==> src/pkg/lpa_defs.vh <==
// Constants for the logic and privilege adjust datapath
`ifndef LPA_DEFS_VH
`define LPA_DEFS_VH

// ****************************************
// Operating modes
// ****************************************
`define LPA_MODE_REAL     2'h0
`define LPA_MODE_PROT     2'h1
`define LPA_MODE_V86      2'h2

// ****************************************
// Operand sizes
// ****************************************
`define LPA_SZ_8          2'h0
`define LPA_SZ_16         2'h1
`define LPA_SZ_32         2'h2

// ****************************************
// Opcodes
// ****************************************
`define LPA_OP_AND_RM8_R  8'h20
`define LPA_OP_AND_RM_R   8'h21
`define LPA_OP_AND_R8_RM  8'h22
`define LPA_OP_AND_R_RM   8'h23
`define LPA_OP_AND_AL_I   8'h24
`define LPA_OP_AND_AX_I   8'h25
`define LPA_OP_GRP1_8     8'h80
`define LPA_OP_GRP1_W     8'h81
`define LPA_OP_GRP1_SX    8'h83
`define LPA_OP_SPA        8'h63
`define LPA_GRP1_AND_REG  3'h4
`define LPA_MODRM_REG_MOD 2'h3

// ****************************************
// Fault kinds
// ****************************************
`define LPA_FLT_NONE      3'h0
`define LPA_FLT_GP        3'h1
`define LPA_FLT_SS        3'h2
`define LPA_FLT_PF        3'h3
`define LPA_FLT_AC        3'h4
`define LPA_FLT_UD        3'h5

// ****************************************
// Field positions and values
// ****************************************
`define LPA_RPF_HI        1
`define LPA_RPF_LO        0
`define LPA_CPL_USER      2'h3
`define LPA_ERR_ZERO      16'h0000

`endif

==> src/lpa_exec.v <==
// Execution datapath for logical AND and selector privilege adjust
`timescale 1ns/10ps
`default_nettype none
`include "lpa_defs.vh"

module lpa_exec (
   // Clock and reset
   input  wire        clk,
   input  wire        rst,
   // Instruction from decode
   input  wire        issue_valid,
   input  wire [7:0]  opcode,
   input  wire [7:0]  modrm,
   input  wire        opsize32,
   // Operands
   input  wire [31:0] dest_value,
   input  wire [31:0] src_reg_value,
   input  wire [31:0] src_mem_value,
   input  wire [31:0] imm_value,
   // Processor state
   input  wire [1:0]  cpu_mode,
   input  wire [1:0]  cur_priv,
   input  wire        align_check_en,
   // Memory access checks
   input  wire        mem_access,
   input  wire        mem_unaligned,
   input  wire        seg_not_writable,
   input  wire        data_limit_viol,
   input  wire        stack_limit_viol,
   input  wire        data_seg_null,
   input  wire        paging_fault,
   input  wire [15:0] paging_fault_code,
   // Result
   output reg         done_q,
   output reg         wb_en_q,
   output reg         wb_to_mem_q,
   output reg  [31:0] result_q,
   output reg  [1:0]  result_size_q,
   // Flags
   output reg         flags_we_q,
   output reg         overflow_flag_q,
   output reg         carry_flag_q,
   output reg         sign_flag_q,
   output reg         zero_flag_q,
   output reg         parity_flag_q,
   output reg         aux_carry_flag_q,
   output reg         zero_only_q,
   // Faults
   output reg  [2:0]  fault_kind_q,
   output reg         fault_has_code_q,
   output reg  [15:0] fault_code_q
);

   // ****************************************
   // Decode
   // ****************************************
   reg        is_and;
   reg        is_spa;
   reg        and_imm;
   reg        and_rm_src;
   reg        and_to_reg;
   reg        sx_imm;
   reg [1:0]  size;
   wire       rm_is_reg = (modrm[7:6] == `LPA_MODRM_REG_MOD);
   wire [1:0] wide_sz   = opsize32 ? `LPA_SZ_32 : `LPA_SZ_16;

   always @* begin
      is_and     = 1'b0;
      is_spa     = 1'b0;
      and_imm    = 1'b0;
      and_rm_src = 1'b0;
      and_to_reg = 1'b0;
      sx_imm     = 1'b0;
      size       = wide_sz;
      case (opcode)
         `LPA_OP_AND_AL_I: begin
            is_and     = 1'b1;
            and_imm    = 1'b1;
            and_to_reg = 1'b1;
            size       = `LPA_SZ_8;
         end
         `LPA_OP_AND_AX_I: begin
            is_and     = 1'b1;
            and_imm    = 1'b1;
            and_to_reg = 1'b1;
         end
         `LPA_OP_GRP1_8: begin
            is_and  = (modrm[5:3] == `LPA_GRP1_AND_REG);
            and_imm = 1'b1;
            size    = `LPA_SZ_8;
         end
         `LPA_OP_GRP1_W: begin
            is_and  = (modrm[5:3] == `LPA_GRP1_AND_REG);
            and_imm = 1'b1;
         end
         `LPA_OP_GRP1_SX: begin
            is_and  = (modrm[5:3] == `LPA_GRP1_AND_REG);
            and_imm = 1'b1;
            sx_imm  = 1'b1;
         end
         `LPA_OP_AND_RM8_R: begin
            is_and = 1'b1;
            size   = `LPA_SZ_8;
         end
         `LPA_OP_AND_RM_R: begin
            is_and = 1'b1;
         end
         `LPA_OP_AND_R8_RM: begin
            is_and     = 1'b1;
            and_rm_src = 1'b1;
            and_to_reg = 1'b1;
            size       = `LPA_SZ_8;
         end
         `LPA_OP_AND_R_RM: begin
            is_and     = 1'b1;
            and_rm_src = 1'b1;
            and_to_reg = 1'b1;
         end
         `LPA_OP_SPA: begin
            is_spa = 1'b1;
            size   = `LPA_SZ_16;
         end
         default: begin
            is_and = 1'b0;
         end
      endcase
   end

   // ****************************************
   // Logical AND datapath
   // ****************************************
   reg [31:0] src_op;

   always @* begin
      if (and_imm) begin
         if (sx_imm) begin
            src_op = {{24{imm_value[7]}}, imm_value[7:0]};
         end else begin
            src_op = imm_value;
         end
      end else if (and_rm_src && !rm_is_reg) begin
         src_op = src_mem_value;
      end else begin
         src_op = src_reg_value;
      end
   end

   wire [31:0] and_raw = dest_value & src_op;
   reg  [31:0] and_res;

   always @* begin
      case (size)
         `LPA_SZ_8:  and_res = {24'h00_0000, and_raw[7:0]};
         `LPA_SZ_16: and_res = {16'h0000, and_raw[15:0]};
         default:    and_res = and_raw;
      endcase
   end

   wire fl_sign;
   wire fl_zero;
   wire fl_par;

   lpa_flag_gen u_flags (
      .result      (and_res),
      .size        (size),
      .sign_flag   (fl_sign),
      .zero_flag   (fl_zero),
      .parity_flag (fl_par)
   );

   // ****************************************
   // Selector privilege adjust datapath
   // ****************************************
   // Source always a 16-bit register
   wire [15:0] spa_src  = src_reg_value[15:0];
   wire [15:0] spa_dst  = dest_value[15:0];
   wire        spa_lower = spa_dst[`LPA_RPF_HI:`LPA_RPF_LO] < spa_src[`LPA_RPF_HI:`LPA_RPF_LO];
   wire [15:0] spa_res  = {spa_dst[15:2], spa_src[`LPA_RPF_HI:`LPA_RPF_LO]};

   // ****************************************
   // Fault checks
   // ****************************************
   reg [2:0]  flt;
   reg        flt_code;
   reg [15:0] flt_val;
   wire       dst_mem = !rm_is_reg && !(is_and && and_to_reg);
   wire       mode_pm = (cpu_mode == `LPA_MODE_PROT);
   wire       mode_rm = (cpu_mode == `LPA_MODE_REAL);
   wire       mode_vm = (cpu_mode == `LPA_MODE_V86);

   always @* begin
      flt      = `LPA_FLT_NONE;
      flt_code = 1'b0;
      flt_val  = `LPA_ERR_ZERO;
      if (is_spa && !mode_pm) begin
         flt = `LPA_FLT_UD;
      end else if (mem_access) begin
         if (mode_pm && (data_seg_null || data_limit_viol || (dst_mem && seg_not_writable))) begin
            flt      = `LPA_FLT_GP;
            flt_code = 1'b1;
         end else if (!mode_pm && data_limit_viol) begin
            // Real mode has no code; v86 pushes zero
            flt      = `LPA_FLT_GP;
            flt_code = mode_vm;
         end else if (stack_limit_viol) begin
            // Stack fault, no code in real mode
            flt      = `LPA_FLT_SS;
            flt_code = !mode_rm;
         end else if (!mode_rm && paging_fault) begin
            flt      = `LPA_FLT_PF;
            flt_code = 1'b1;
            flt_val  = paging_fault_code;
         end else if (mem_unaligned && align_check_en &&
                      (mode_vm || (mode_pm && cur_priv == `LPA_CPL_USER))) begin
            flt      = `LPA_FLT_AC;
            flt_code = 1'b1;
         end
      end
   end

   // ****************************************
   // Next result values
   // ****************************************
   wire       go      = issue_valid && (is_and || is_spa);
   wire       go_good = go && (flt == `LPA_FLT_NONE);

   reg        done_d;
   reg        wb_en_d;
   reg        wb_to_mem_d;
   reg [31:0] result_d;
   reg [1:0]  result_size_d;
   reg        flags_we_d;
   reg        overflow_flag_d;
   reg        carry_flag_d;
   reg        sign_flag_d;
   reg        zero_flag_d;
   reg        parity_flag_d;
   reg        aux_carry_flag_d;
   reg        zero_only_d;
   reg [2:0]  fault_kind_d;
   reg        fault_has_code_d;
   reg [15:0] fault_code_d;

   always @* begin
      // Pulses drop, results and flags hold
      done_d           = go;
      wb_en_d          = 1'b0;
      wb_to_mem_d      = wb_to_mem_q;
      result_d         = result_q;
      result_size_d    = result_size_q;
      flags_we_d       = 1'b0;
      overflow_flag_d  = overflow_flag_q;
      carry_flag_d     = carry_flag_q;
      sign_flag_d      = sign_flag_q;
      zero_flag_d      = zero_flag_q;
      parity_flag_d    = parity_flag_q;
      aux_carry_flag_d = aux_carry_flag_q;
      zero_only_d      = 1'b0;
      fault_kind_d     = go ? flt : `LPA_FLT_NONE;
      fault_has_code_d = go && flt_code;
      fault_code_d     = go ? flt_val : `LPA_ERR_ZERO;
      if (go_good) begin
         wb_to_mem_d   = dst_mem;
         result_size_d = size;
         flags_we_d    = 1'b1;
         if (is_and) begin
            wb_en_d          = 1'b1;
            result_d         = and_res;
            overflow_flag_d  = 1'b0;
            carry_flag_d     = 1'b0;
            sign_flag_d      = fl_sign;
            zero_flag_d      = fl_zero;
            parity_flag_d    = fl_par;
            aux_carry_flag_d = 1'b0;
         end else begin
            // Zero flag only; write only if raised
            zero_only_d = 1'b1;
            zero_flag_d = spa_lower;
            wb_en_d     = spa_lower;
            result_d    = {16'h0000, spa_lower ? spa_res : spa_dst};
         end
      end
   end

   // ****************************************
   // Result registers
   // ****************************************

   always @(posedge clk) begin
      if (rst) begin
         done_q           <= 1'b0;
         wb_en_q          <= 1'b0;
         wb_to_mem_q      <= 1'b0;
         result_q         <= 32'h0000_0000;
         result_size_q    <= `LPA_SZ_8;
         flags_we_q       <= 1'b0;
         overflow_flag_q  <= 1'b0;
         carry_flag_q     <= 1'b0;
         sign_flag_q      <= 1'b0;
         zero_flag_q      <= 1'b0;
         parity_flag_q    <= 1'b0;
         aux_carry_flag_q <= 1'b0;
         zero_only_q      <= 1'b0;
         fault_kind_q     <= `LPA_FLT_NONE;
         fault_has_code_q <= 1'b0;
         fault_code_q     <= `LPA_ERR_ZERO;
      end else begin
         done_q           <= done_d;
         wb_en_q          <= wb_en_d;
         wb_to_mem_q      <= wb_to_mem_d;
         result_q         <= result_d;
         result_size_q    <= result_size_d;
         flags_we_q       <= flags_we_d;
         overflow_flag_q  <= overflow_flag_d;
         carry_flag_q     <= carry_flag_d;
         sign_flag_q      <= sign_flag_d;
         zero_flag_q      <= zero_flag_d;
         parity_flag_q    <= parity_flag_d;
         aux_carry_flag_q <= aux_carry_flag_d;
         zero_only_q      <= zero_only_d;
         fault_kind_q     <= fault_kind_d;
         fault_has_code_q <= fault_has_code_d;
         fault_code_q     <= fault_code_d;
      end
   end

endmodule // lpa_exec
`default_nettype wire

==> src/lpa_flag_gen.v <==
// Result flag generator for the logical AND
`timescale 1ns/10ps
`default_nettype none
`include "lpa_defs.vh"

module lpa_flag_gen (
   // Result and size
   input  wire [31:0] result,
   input  wire [1:0]  size,
   // Flags
   output reg         sign_flag,
   output reg         zero_flag,
   output wire        parity_flag
);

   // Parity looks at the low byte only, even parity sets
   assign parity_flag = ~^result[7:0];

   always @* begin
      case (size)
         `LPA_SZ_8: begin
            sign_flag = result[7];
            zero_flag = (result[7:0] == 8'h00);
         end
         `LPA_SZ_16: begin
            sign_flag = result[15];
            zero_flag = (result[15:0] == 16'h0000);
         end
         default: begin
            sign_flag = result[31];
            zero_flag = (result == 32'h0000_0000);
         end
      endcase
   end

endmodule // lpa_flag_gen
`default_nettype wire

==> config.mk <==
export PLATFORM = sky130hd
export DESIGN_NAME = lpa_exec
export DESIGN_NICKNAME = d
export VERILOG_FILES = /design/src/lpa_exec.v /design/src/lpa_flag_gen.v
export VERILOG_INCLUDE_DIRS = /design/src /design/src/pkg
export SDC_FILE = /design/constraint.sdc
export NUM_CORES = 1
export LEC_CHECK = 0
export ABC_CLOCK_PERIOD_IN_PS = 3900
export BUFFER_PORTS_ARGS = -buffer_cell sky130_fd_sc_hd__buf_2
export CELL_PAD_IN_SITES_DETAIL_PLACEMENT = 1
export CELL_PAD_IN_SITES_GLOBAL_PLACEMENT = 1
export CORE_ASPECT_RATIO = 1.25
export CORE_MARGIN = 2
export CORE_UTILIZATION = 29
export CTS_CLUSTER_DIAMETER = 80
export DETAILED_ROUTE_END_ITERATION = 10
export PLACE_DENSITY_LB_ADDON = 0.1
export SETUP_SLACK_MARGIN = 0.2
export SYNTH_ARGS = -nofsm -noshare
export SYNTH_HDL_FRONTEND = slang
export SYNTH_SLANG_ARGS = --single-unit
export TNS_END_PERCENT = 5
==> constraint.sdc <==
create_clock -name clk -period 3.9 [get_ports clk]
set_clock_uncertainty 0.2 [all_clocks]
set_input_delay 0.195 -clock clk [delete_from_list [all_inputs] [get_ports clk]]
set_output_delay 0.195 -clock clk [all_outputs]
set_load 0.02 [all_outputs]
==> results of run 1 <==
[placed cells by master, fill, tap and decap left out, types with 2 or more instances in the layout]
cell	count
a2111oi_0	2
a211oi_1	6
a21o_1	2
a21oi_1	40
a311oi_1	3
a32oi_1	2
and2_1	18
and2b_1	2
and3_1	2
buf_2	234
buf_4	12
clkbuf_16	9
clkinv_2	3
conb_1	3
dfxtp_1	62
dlygate4sd3_1	29
ha_1	6
inv_1	6
mux2_2	4
mux2i_1	27
nand2_1	85
nand2b_1	3
nand3_1	9
nand4_1	22
nor2_1	35
nor2b_1	6
nor3_1	14
nor3b_1	3
nor4_1	7
o2111ai_1	3
o211ai_1	10
o21ai_0	22
o2bb2ai_1	4
or2_2	2
xnor2_1	3
[through the flow]
step | hold WS [ns] | worst slack, ns | instances | utilization
global placement | 0.196 | 0.614 | 859 | 0.398
detailed placement | 0.199 | 0.468 | 859 | 0.398
finish | 0.00879 | 0.813 | 904 | 0.444
CTS | 0.0170 | 0.777 | 904 | 0.444
floorplan | 0.117 | 0.925 | 480 | -
global route | 0.0417 | 0.474 | 904 | 0.444
[worst max path at each step]
| stage | slack [ns] | start | to | depth (start not counted) |
|---|---|---|---|---|
| finish | 0.81 | opcode[1] | zero_flag_q$_SDFFE_PP0P_ | 10 |
| global route | 0.47 | opcode[2] | fault_code_q[13]$_SDFF_PP0_ | 10 |
| CTS | 0.78 | opcode[1] | zero_flag_q$_SDFFE_PP0P_ | 10 |
| detailed placement | 0.47 | opcode[1] | zero_flag_q$_SDFFE_PP0P_ | 10 |
| global placement | 0.61 | opcode[1] | zero_flag_q$_SDFFE_PP0P_ | 10 |
| floorplan | 0.93 | opcode[1] | zero_flag_q$_SDFFE_PP0P_ | 14 |
[what timing repair did]
item | CTS | global route
hold buffers | 29 | 0
gates resized for setup | 0 | 0
hold endpoints to repair | 30 | 0
[flip-flops by register name (all words and copies together) (netlist names)]
register / cells
result_q: 32
result_size_q: 2
zero_flag_q: 1
zero_only_q: 1
done_q: 1
flags_we_q: 1
fault_kind_q: 3
fault_has_code_q: 1
wb_to_mem_q: 1
fault_code_q: 16
parity_flag_q: 1
wb_en_q: 1
sign_flag_q: 1
[cell type report]
| cell class | instances | area (sq um) |
|---|---|---|
| Timing Repair Buffer | 275 | 1550 |
| Clock buffer | 10 | 229 |
| Sequential cell | 62 | 1240 |
| Inverter | 6 | 22.5 |
| Tap cell | 168 | 210 |
| Fill cell | 1607 | 7010 |
| Clock inverter | 6 | 61.3 |
| Multi-Input combinational cell | 377 | 2280 |
[kinds of logic (layout without fill, tap and decap cells)]
family | after synthesis | after routing
other | 1 | 3
adders and majority gates | 6 | 6
and+or+nand+nor | 224 | 224
buffers and inverters | 41 | 297
DFF | 62 | 62
xor gates and xnor gates | 4 | 4
AOI/OAI and AO/OA | 109 | 109
muxes | 31 | 31
[power groups by stage]
stage / registers (W) / clock network (W) / logic, W
after CTS: 0.000636 / 0.000798 / 0.000278
final: 0.000637 / 0.000781 / 0.000277
after global routing: 0.000636 / 0.000836 / 0.000307
after global placement: 0.000650 / 0 / 0.000248
after detailed placement: 0.000650 / 0 / 0.000254
after floorplan: 0.000653 / 0 / 0.000118
[worst register-to-register path, cell delays in order (launching register included)]
cell and delay, ns:
dfxtp_1 0.32, nor2_1 0.05, a311oi_1 0.24
[metal layers]
metal  share of wire  GRT usage  wire length [um]  vias to the layer above
met3           0.063     0.0561               988                       28
met1            0.40      0.247              6210                     2105
met4           0.022     0.0776               345                        4
met5          0.0014          0                22                        -
li1                -          -                 -                     2214
met2            0.52      0.434              8090                      178
==> results.md, run 1 <==
* Status: finished, final reports clean
* Ratio of cells with drive above 1 in the final layout at 0.382
* Clock Tree Buf Depth at 2
* Crit path time final at between 3 and 4 ns
* Post-DP HPWL at roughly 12000 um
* Largest family of logic cells by synthesized area: simple AND/OR/NAND/NOR gates
* Vias at 4529
* Post-Synth Adder-Cell Area at 0.0202
* Fin nets at 913
* Post-route ant nets at 0
* Largest net degree at the start of global routing at 43
* R2r startpoint: result_q[12]$_SDFFE_PP0P_
* Ys flop type: dfxtp_1
* Mapped Area at 3710 sq um
* CTS buffer count at 9
* Vias per inst at 5.01
* Mux cell area share after synthesis at 0.0850
* Total track usage at 0.228
* Post-synth cell types at 67
* Int Power at 0.00127 W
* Simple-gate area share of the yosys netlist at 0.307
* Slowest CP cell: nand4_2
* Die Y at 130 um
* Worst setup EP type: register
* Cell taking the most area after synthesis: dfxtp_1
* Leakage at between 2 and 3 nW
* I/O pins at 241
* XOR/XNOR Fraction of Synth Area at 0.00944
* Worst-Margin Slew at approximately 0.83 ns
* First-pass GRT wire length at roughly 24000 um
* Synth Instances at 478
* Vias in the first global route at between 4000 and 5000
* Post-synthesis compound-gate area fraction at 0.189
* Routability cong. at between 0.8 and 0.9
* Synth Area per Inst at 7.76 sq um
* Area Growth Syn to Fin at 50.9%
* Top cells by count, synth: nand2_1, dfxtp_1, a21oi_1
* Final wirelength at approximately 16000 um
* Switching Share at 0.253
* Worst r2r path cells at 2
* EDFF count, synth at 0
* Area contributors post-synth: dfxtp_1, nand2_1, mux2i_1
* Final count of hold timing violations at 0
* Critical-path maximum fanout at 22
* Setup TNS at 0 ns
* Dominant cell by count in the synthesized netlist: nand2_1
* CTS Root Cell: clkbuf_16
* Async set or reset register ratio after synthesis at 0
* Setup Fix Bufs, Post-CTS at 0
* Die area at 13700 sq um
* Sequential cell fraction of total power at 0.376
* Initial DRC Count at 131
* Kind of start point of the critical path: input pin
* GRT overflow at 0
* TritonCTS Sinks at 62
* Reg2reg end: result_q[12]$_SDFFE_PP0P_
* Clk pin slew, worst setup/hold paths at around 0.05 ns
* Rel. slew slack at 0.444
* Design Power at 0.00169 W
* CP required at 3.93 ns
* Fin crit share at 0.792
* CTS tree: done
* Seq cells post-synth at 62
* Buf/Inv on CP at 2
* Hold-critical path endpoint: result_q[13]$_SDFFE_PP0P_
* VDD IR max at 0.169 mV
* Max Cap Viol at 0
* Core area at around 13000 sq um
* Fin area at 5600 sq um
* Post-synth top area share at 0.335
* Hold Path Stages at 3
* DR WL/cell at 17.3 um
* Antenna violations before repair at 2
* DP Area at around 5000 sq um
* DRC errors left at 0
* Path type of the worst setup path: input pin to register
* Worst min-delay path startpoint: dest_value[13]
* Die Wd at 105 um
* Antenna Cells at 0
* Combinational Power Share at 0.163
* Cell mode on critical path: nor4_1
* DR pass1 iterations at 7
* RSZ-0062 raised after global routing: no
* WP data arrival at 3.12 ns
* Switching power at ~0.00043 W
* Post-synthesis sequential area ratio at 0.335
* Yosys warning count at 0
* Port Buffers at 234
* R2r setup slk at 3.00 ns
* CP cell instances: buf_2, and2b_1, nand4_2, buf_4, o2bb2ai_1, nor4_1, nor4_1, nand4_1, o31a_1, o41ai_2
* Hold Crit Class: input pin to register
* Largest delay share family, worst path: simple AND/OR/NAND/NOR gates
* Power density over cell area at 302 nW/um^2
* Crit-path max cell delay at around 0.45 ns
* Fmax at between 300 and 400 MHz
* H-tree depth at 3
* Slew Viols, Final at 0
* Initial core utilization at 0.294
* Setup violations, final at 0
* Rows at 46
* Worst skew pair latency at 0.32 ns
* Clock network power share at 0.461
No activity file was read; power rests on OpenSTA's default activity.
==> inputs of run 2 (changes only) <==
Settings changed: ABC_CLOCK_PERIOD_IN_PS 3900 to 3170.
Clock period 3.9 ns to 3.17 ns, I/O delays scaled along.
==> run 2 against run 1 <==
Against the previous run:
- register-to-register slack got worse by 0.73 ns
- cell count increased by 1.0%
- final area increased by 3.1%
- first-iteration DRC count decreased by 2.3%
- power grew 36%
- non-clock buffer count is 9 higher
- clock power increased by 51%
- die area stayed put
- count of clock-buffer cells in the layout grew 1
- sequential power grew 23%
- utilization is 1.4 points higher
- critical endpoint unchanged
==> results.md, run 2 (synthesis gave the netlist of run 1 again) <==
* Die area at 13700 sq um (unchanged)
* Setup violations, final at 0 (unchanged)
* Critical path startpoint: opcode[2] (was opcode[1])
* Fin crit share at 0.842
* H-tree depth at 3 (unchanged)
* Clk pin slew, worst setup/hold paths at 0.06 ns (was 0.05 ns)
* Total track usage at 0.228 (about the same)
* DR pass1 iterations at 4 (was 7)
* Commonest non-fill, non-tap cell in the layout: buf_2 (unchanged)
* Max Cap Viol at 0 (unchanged)
* Worst min-delay path startpoint: rst (was dest_value[13])
* Ratio of cells with drive above 1 in the final layout at 0.388 (was 0.382)
* Rows at 46 (unchanged)
* Post-DP HPWL at 12300 um (about the same)
* Vias in the first global route at 4797 (was 4666)
* First-pass GRT wire length at 24400 um (about the same)
* CTS buffer count at 9 (unchanged)
* Antenna Cells at 0 (unchanged)
* Worst-Margin Slew at 0.900 ns (was 0.834 ns)
* Hold Crit Class: input pin to register (unchanged)
* Routability cong. at 0.857 (was 0.853)
* DR WL/cell at 17.3 um (about the same)
* Most flops, register: result_q (unchanged)
* Die Y at 130 um (unchanged)
* Worst skew pair latency at 0.33 ns (was 0.32 ns)
* Crit path time final at 2.67 ns
* Vias at 4558 (was 4529)
* Core area at 12600 sq um (unchanged)
* VDD IR max at 0.207 mV (was 0.169 mV)
* Worst setup EP type: register (unchanged)
* Clock Tree Buf Depth at 2 (unchanged)
* Fin nets at 922 (was 913)
* Rel. slew slack at 0.395 (was 0.444)
* Fillers at 1611 (was 1607)
* Antenna violations before repair at 1 (was 2)
* Largest net degree at the start of global routing at 42 (was 43)
* Setup TNS at 0 ns (unchanged)
* Port Buffers at 234 (unchanged)
* CTS tree: done (unchanged)
* DRC errors left at 0 (unchanged)
* Final wirelength at 15800 um (was 15700 um)
* Slew Viols, Final at 0 (unchanged)
* GRT overflow at 0 (unchanged)
* Power density over cell area at 400 nW/um^2 (was 302 nW/um^2)
* Fmax at ~370 MHz
* Top layer used by detailed routing: met5 (unchanged)
* Die Wd at 105 um (unchanged)
* Met3 routed WL at 1030 um (was 988 um)
* Initial DRC Count at 128 (was 131)
* Path type of the worst setup path: input pin to register (unchanged)
* Vias per inst at 4.99 (was 5.01)
* Top flop regs: result_q (32), fault_code_q (16), fault_kind_q (3) (unchanged)
* Area Growth Syn to Fin at 55.6% (was 50.9%)
* Status: finished, final reports clean (unchanged)
* Initial core utilization at 0.294 (unchanged)
* Max reg flops at 32 (unchanged)
* Setup ws final at 0.502 ns (was 0.813 ns)
* R2r startpoint: result_q[12]$_SDFFE_PP0P_ (unchanged)
* Commonest cells after routing, fill and taps aside: buf_2, nand2_1, dfxtp_1 (unchanged)
* TritonCTS Sinks at 62 (unchanged)
* I/O pins at 241 (unchanged)
* Final count of hold timing violations at 0 (unchanged)
* Kind of start point of the critical path: input pin (unchanged)
* Leakage at 2.86 nW (was 2.78 nW)
* Routed wl met2 at 8170 um (was 8090 um)
* RSZ-0062 raised after global routing: no (unchanged)
* CP required at 3.21 ns (was 3.93 ns)
* WP data arrival at 2.70 ns (was 3.12 ns)
* Post-route ant nets at 0 (unchanged)
* Setup WS pre-CTS at 0.166 ns (was 0.468 ns)
* Setup Fix Bufs, Post-CTS at 0 (unchanged)
* Critical-path maximum fanout at 10 (was 22)
* Wl on met1 at 6200 um (was 6210 um)
* CTS Root Cell: clkbuf_16 (unchanged)
run 2: cell types whose count changed in the layout (fill, tap and decap cells not counted), sizes merged:
cell,previous run,this run
bufinv,1,3
clkinvlp,1,2
buf,246,252
clkinv,3,0
inv,7,6
clkbuf,10,11
dlygate4sd3,29,32
run 2: metal layers:
metal	GRT usage	up-vias
met4	0.0816	2
met5	0	-
met2	0.432	170
met3	0.0565	26
met1	0.246	2121
li1	-	2239
run 2: final timing paths:
check	endpoint	slack, ns	cells past startpoint
min	done_q$_SDFF_PP0_	0.01	2
min reg2reg	wb_to_mem_q$_SDFFE_PP0P_	0.25	2
max reg2reg	result_q[12]$_SDFFE_PP0P_	2.27	2
max	zero_flag_q$_SDFFE_PP0P_	0.50	13
run 2: repair_timing:
item,in CTS,in global routing
endpoints found under the hold margin,33,0
gates resized for setup,0,1
hold buffers,32,0
endpoints found under the setup margin,0,1
run 2: through the flow:
step | util | total power [W] | instances | area (sq um) | hold WS (ns)
6_report | 0.458 | 0.00231 | 913 | 5770 | 0.0111
5_1_grt | 0.458 | 0.00240 | 913 | 5770 | 0.0273
4_1_cts | 0.458 | 0.00232 | 913 | 5770 | 0.00230
3_5_place_dp | 0.404 | 0.00111 | 865 | 5090 | 0.162
3_3_place_gp | 0.404 | 0.00111 | 865 | 5090 | 0.159
2_1_floorplan | - | 0.000947 | 480 | 3720 | 0.0802
run 2: where the power goes:
group,internal [W],switching (W),leakage (nW)
combinational,0.000174,0.000172,2.19
sequential,0.000782,0.00000106,0.499
clock,0.000811,0.000367,0.168
run 2: critical path, stage by stage:
cell	delay, ns
buf_2	0.16
and2b_1	0.29
nand4_2	0.22
buf_12	0.22
mux2i_1	0.16
nand2_1	0.08
o211ai_1	0.14
ha_1	0.20
nand4_1	0.12
or4_4	0.43
nor4_2	0.14
a41oi_1	0.17
o41ai_2	0.22
run 2: final cells by class:
| cell class | count | area (sq um) | share of cell area |
|---|---|---|---|
| tap | 168 | 210 | 0.0364 |
| multi-input combinational | 377 | 2290 | 0.397 |
| inverter | 6 | 22.5 | 0.00390 |
| clock inverter | 5 | 105 | 0.0182 |
| timing repair buffer | 284 | 1650 | 0.286 |
| sequential | 62 | 1240 | 0.215 |
| clock buffer | 11 | 253 | 0.0438 |
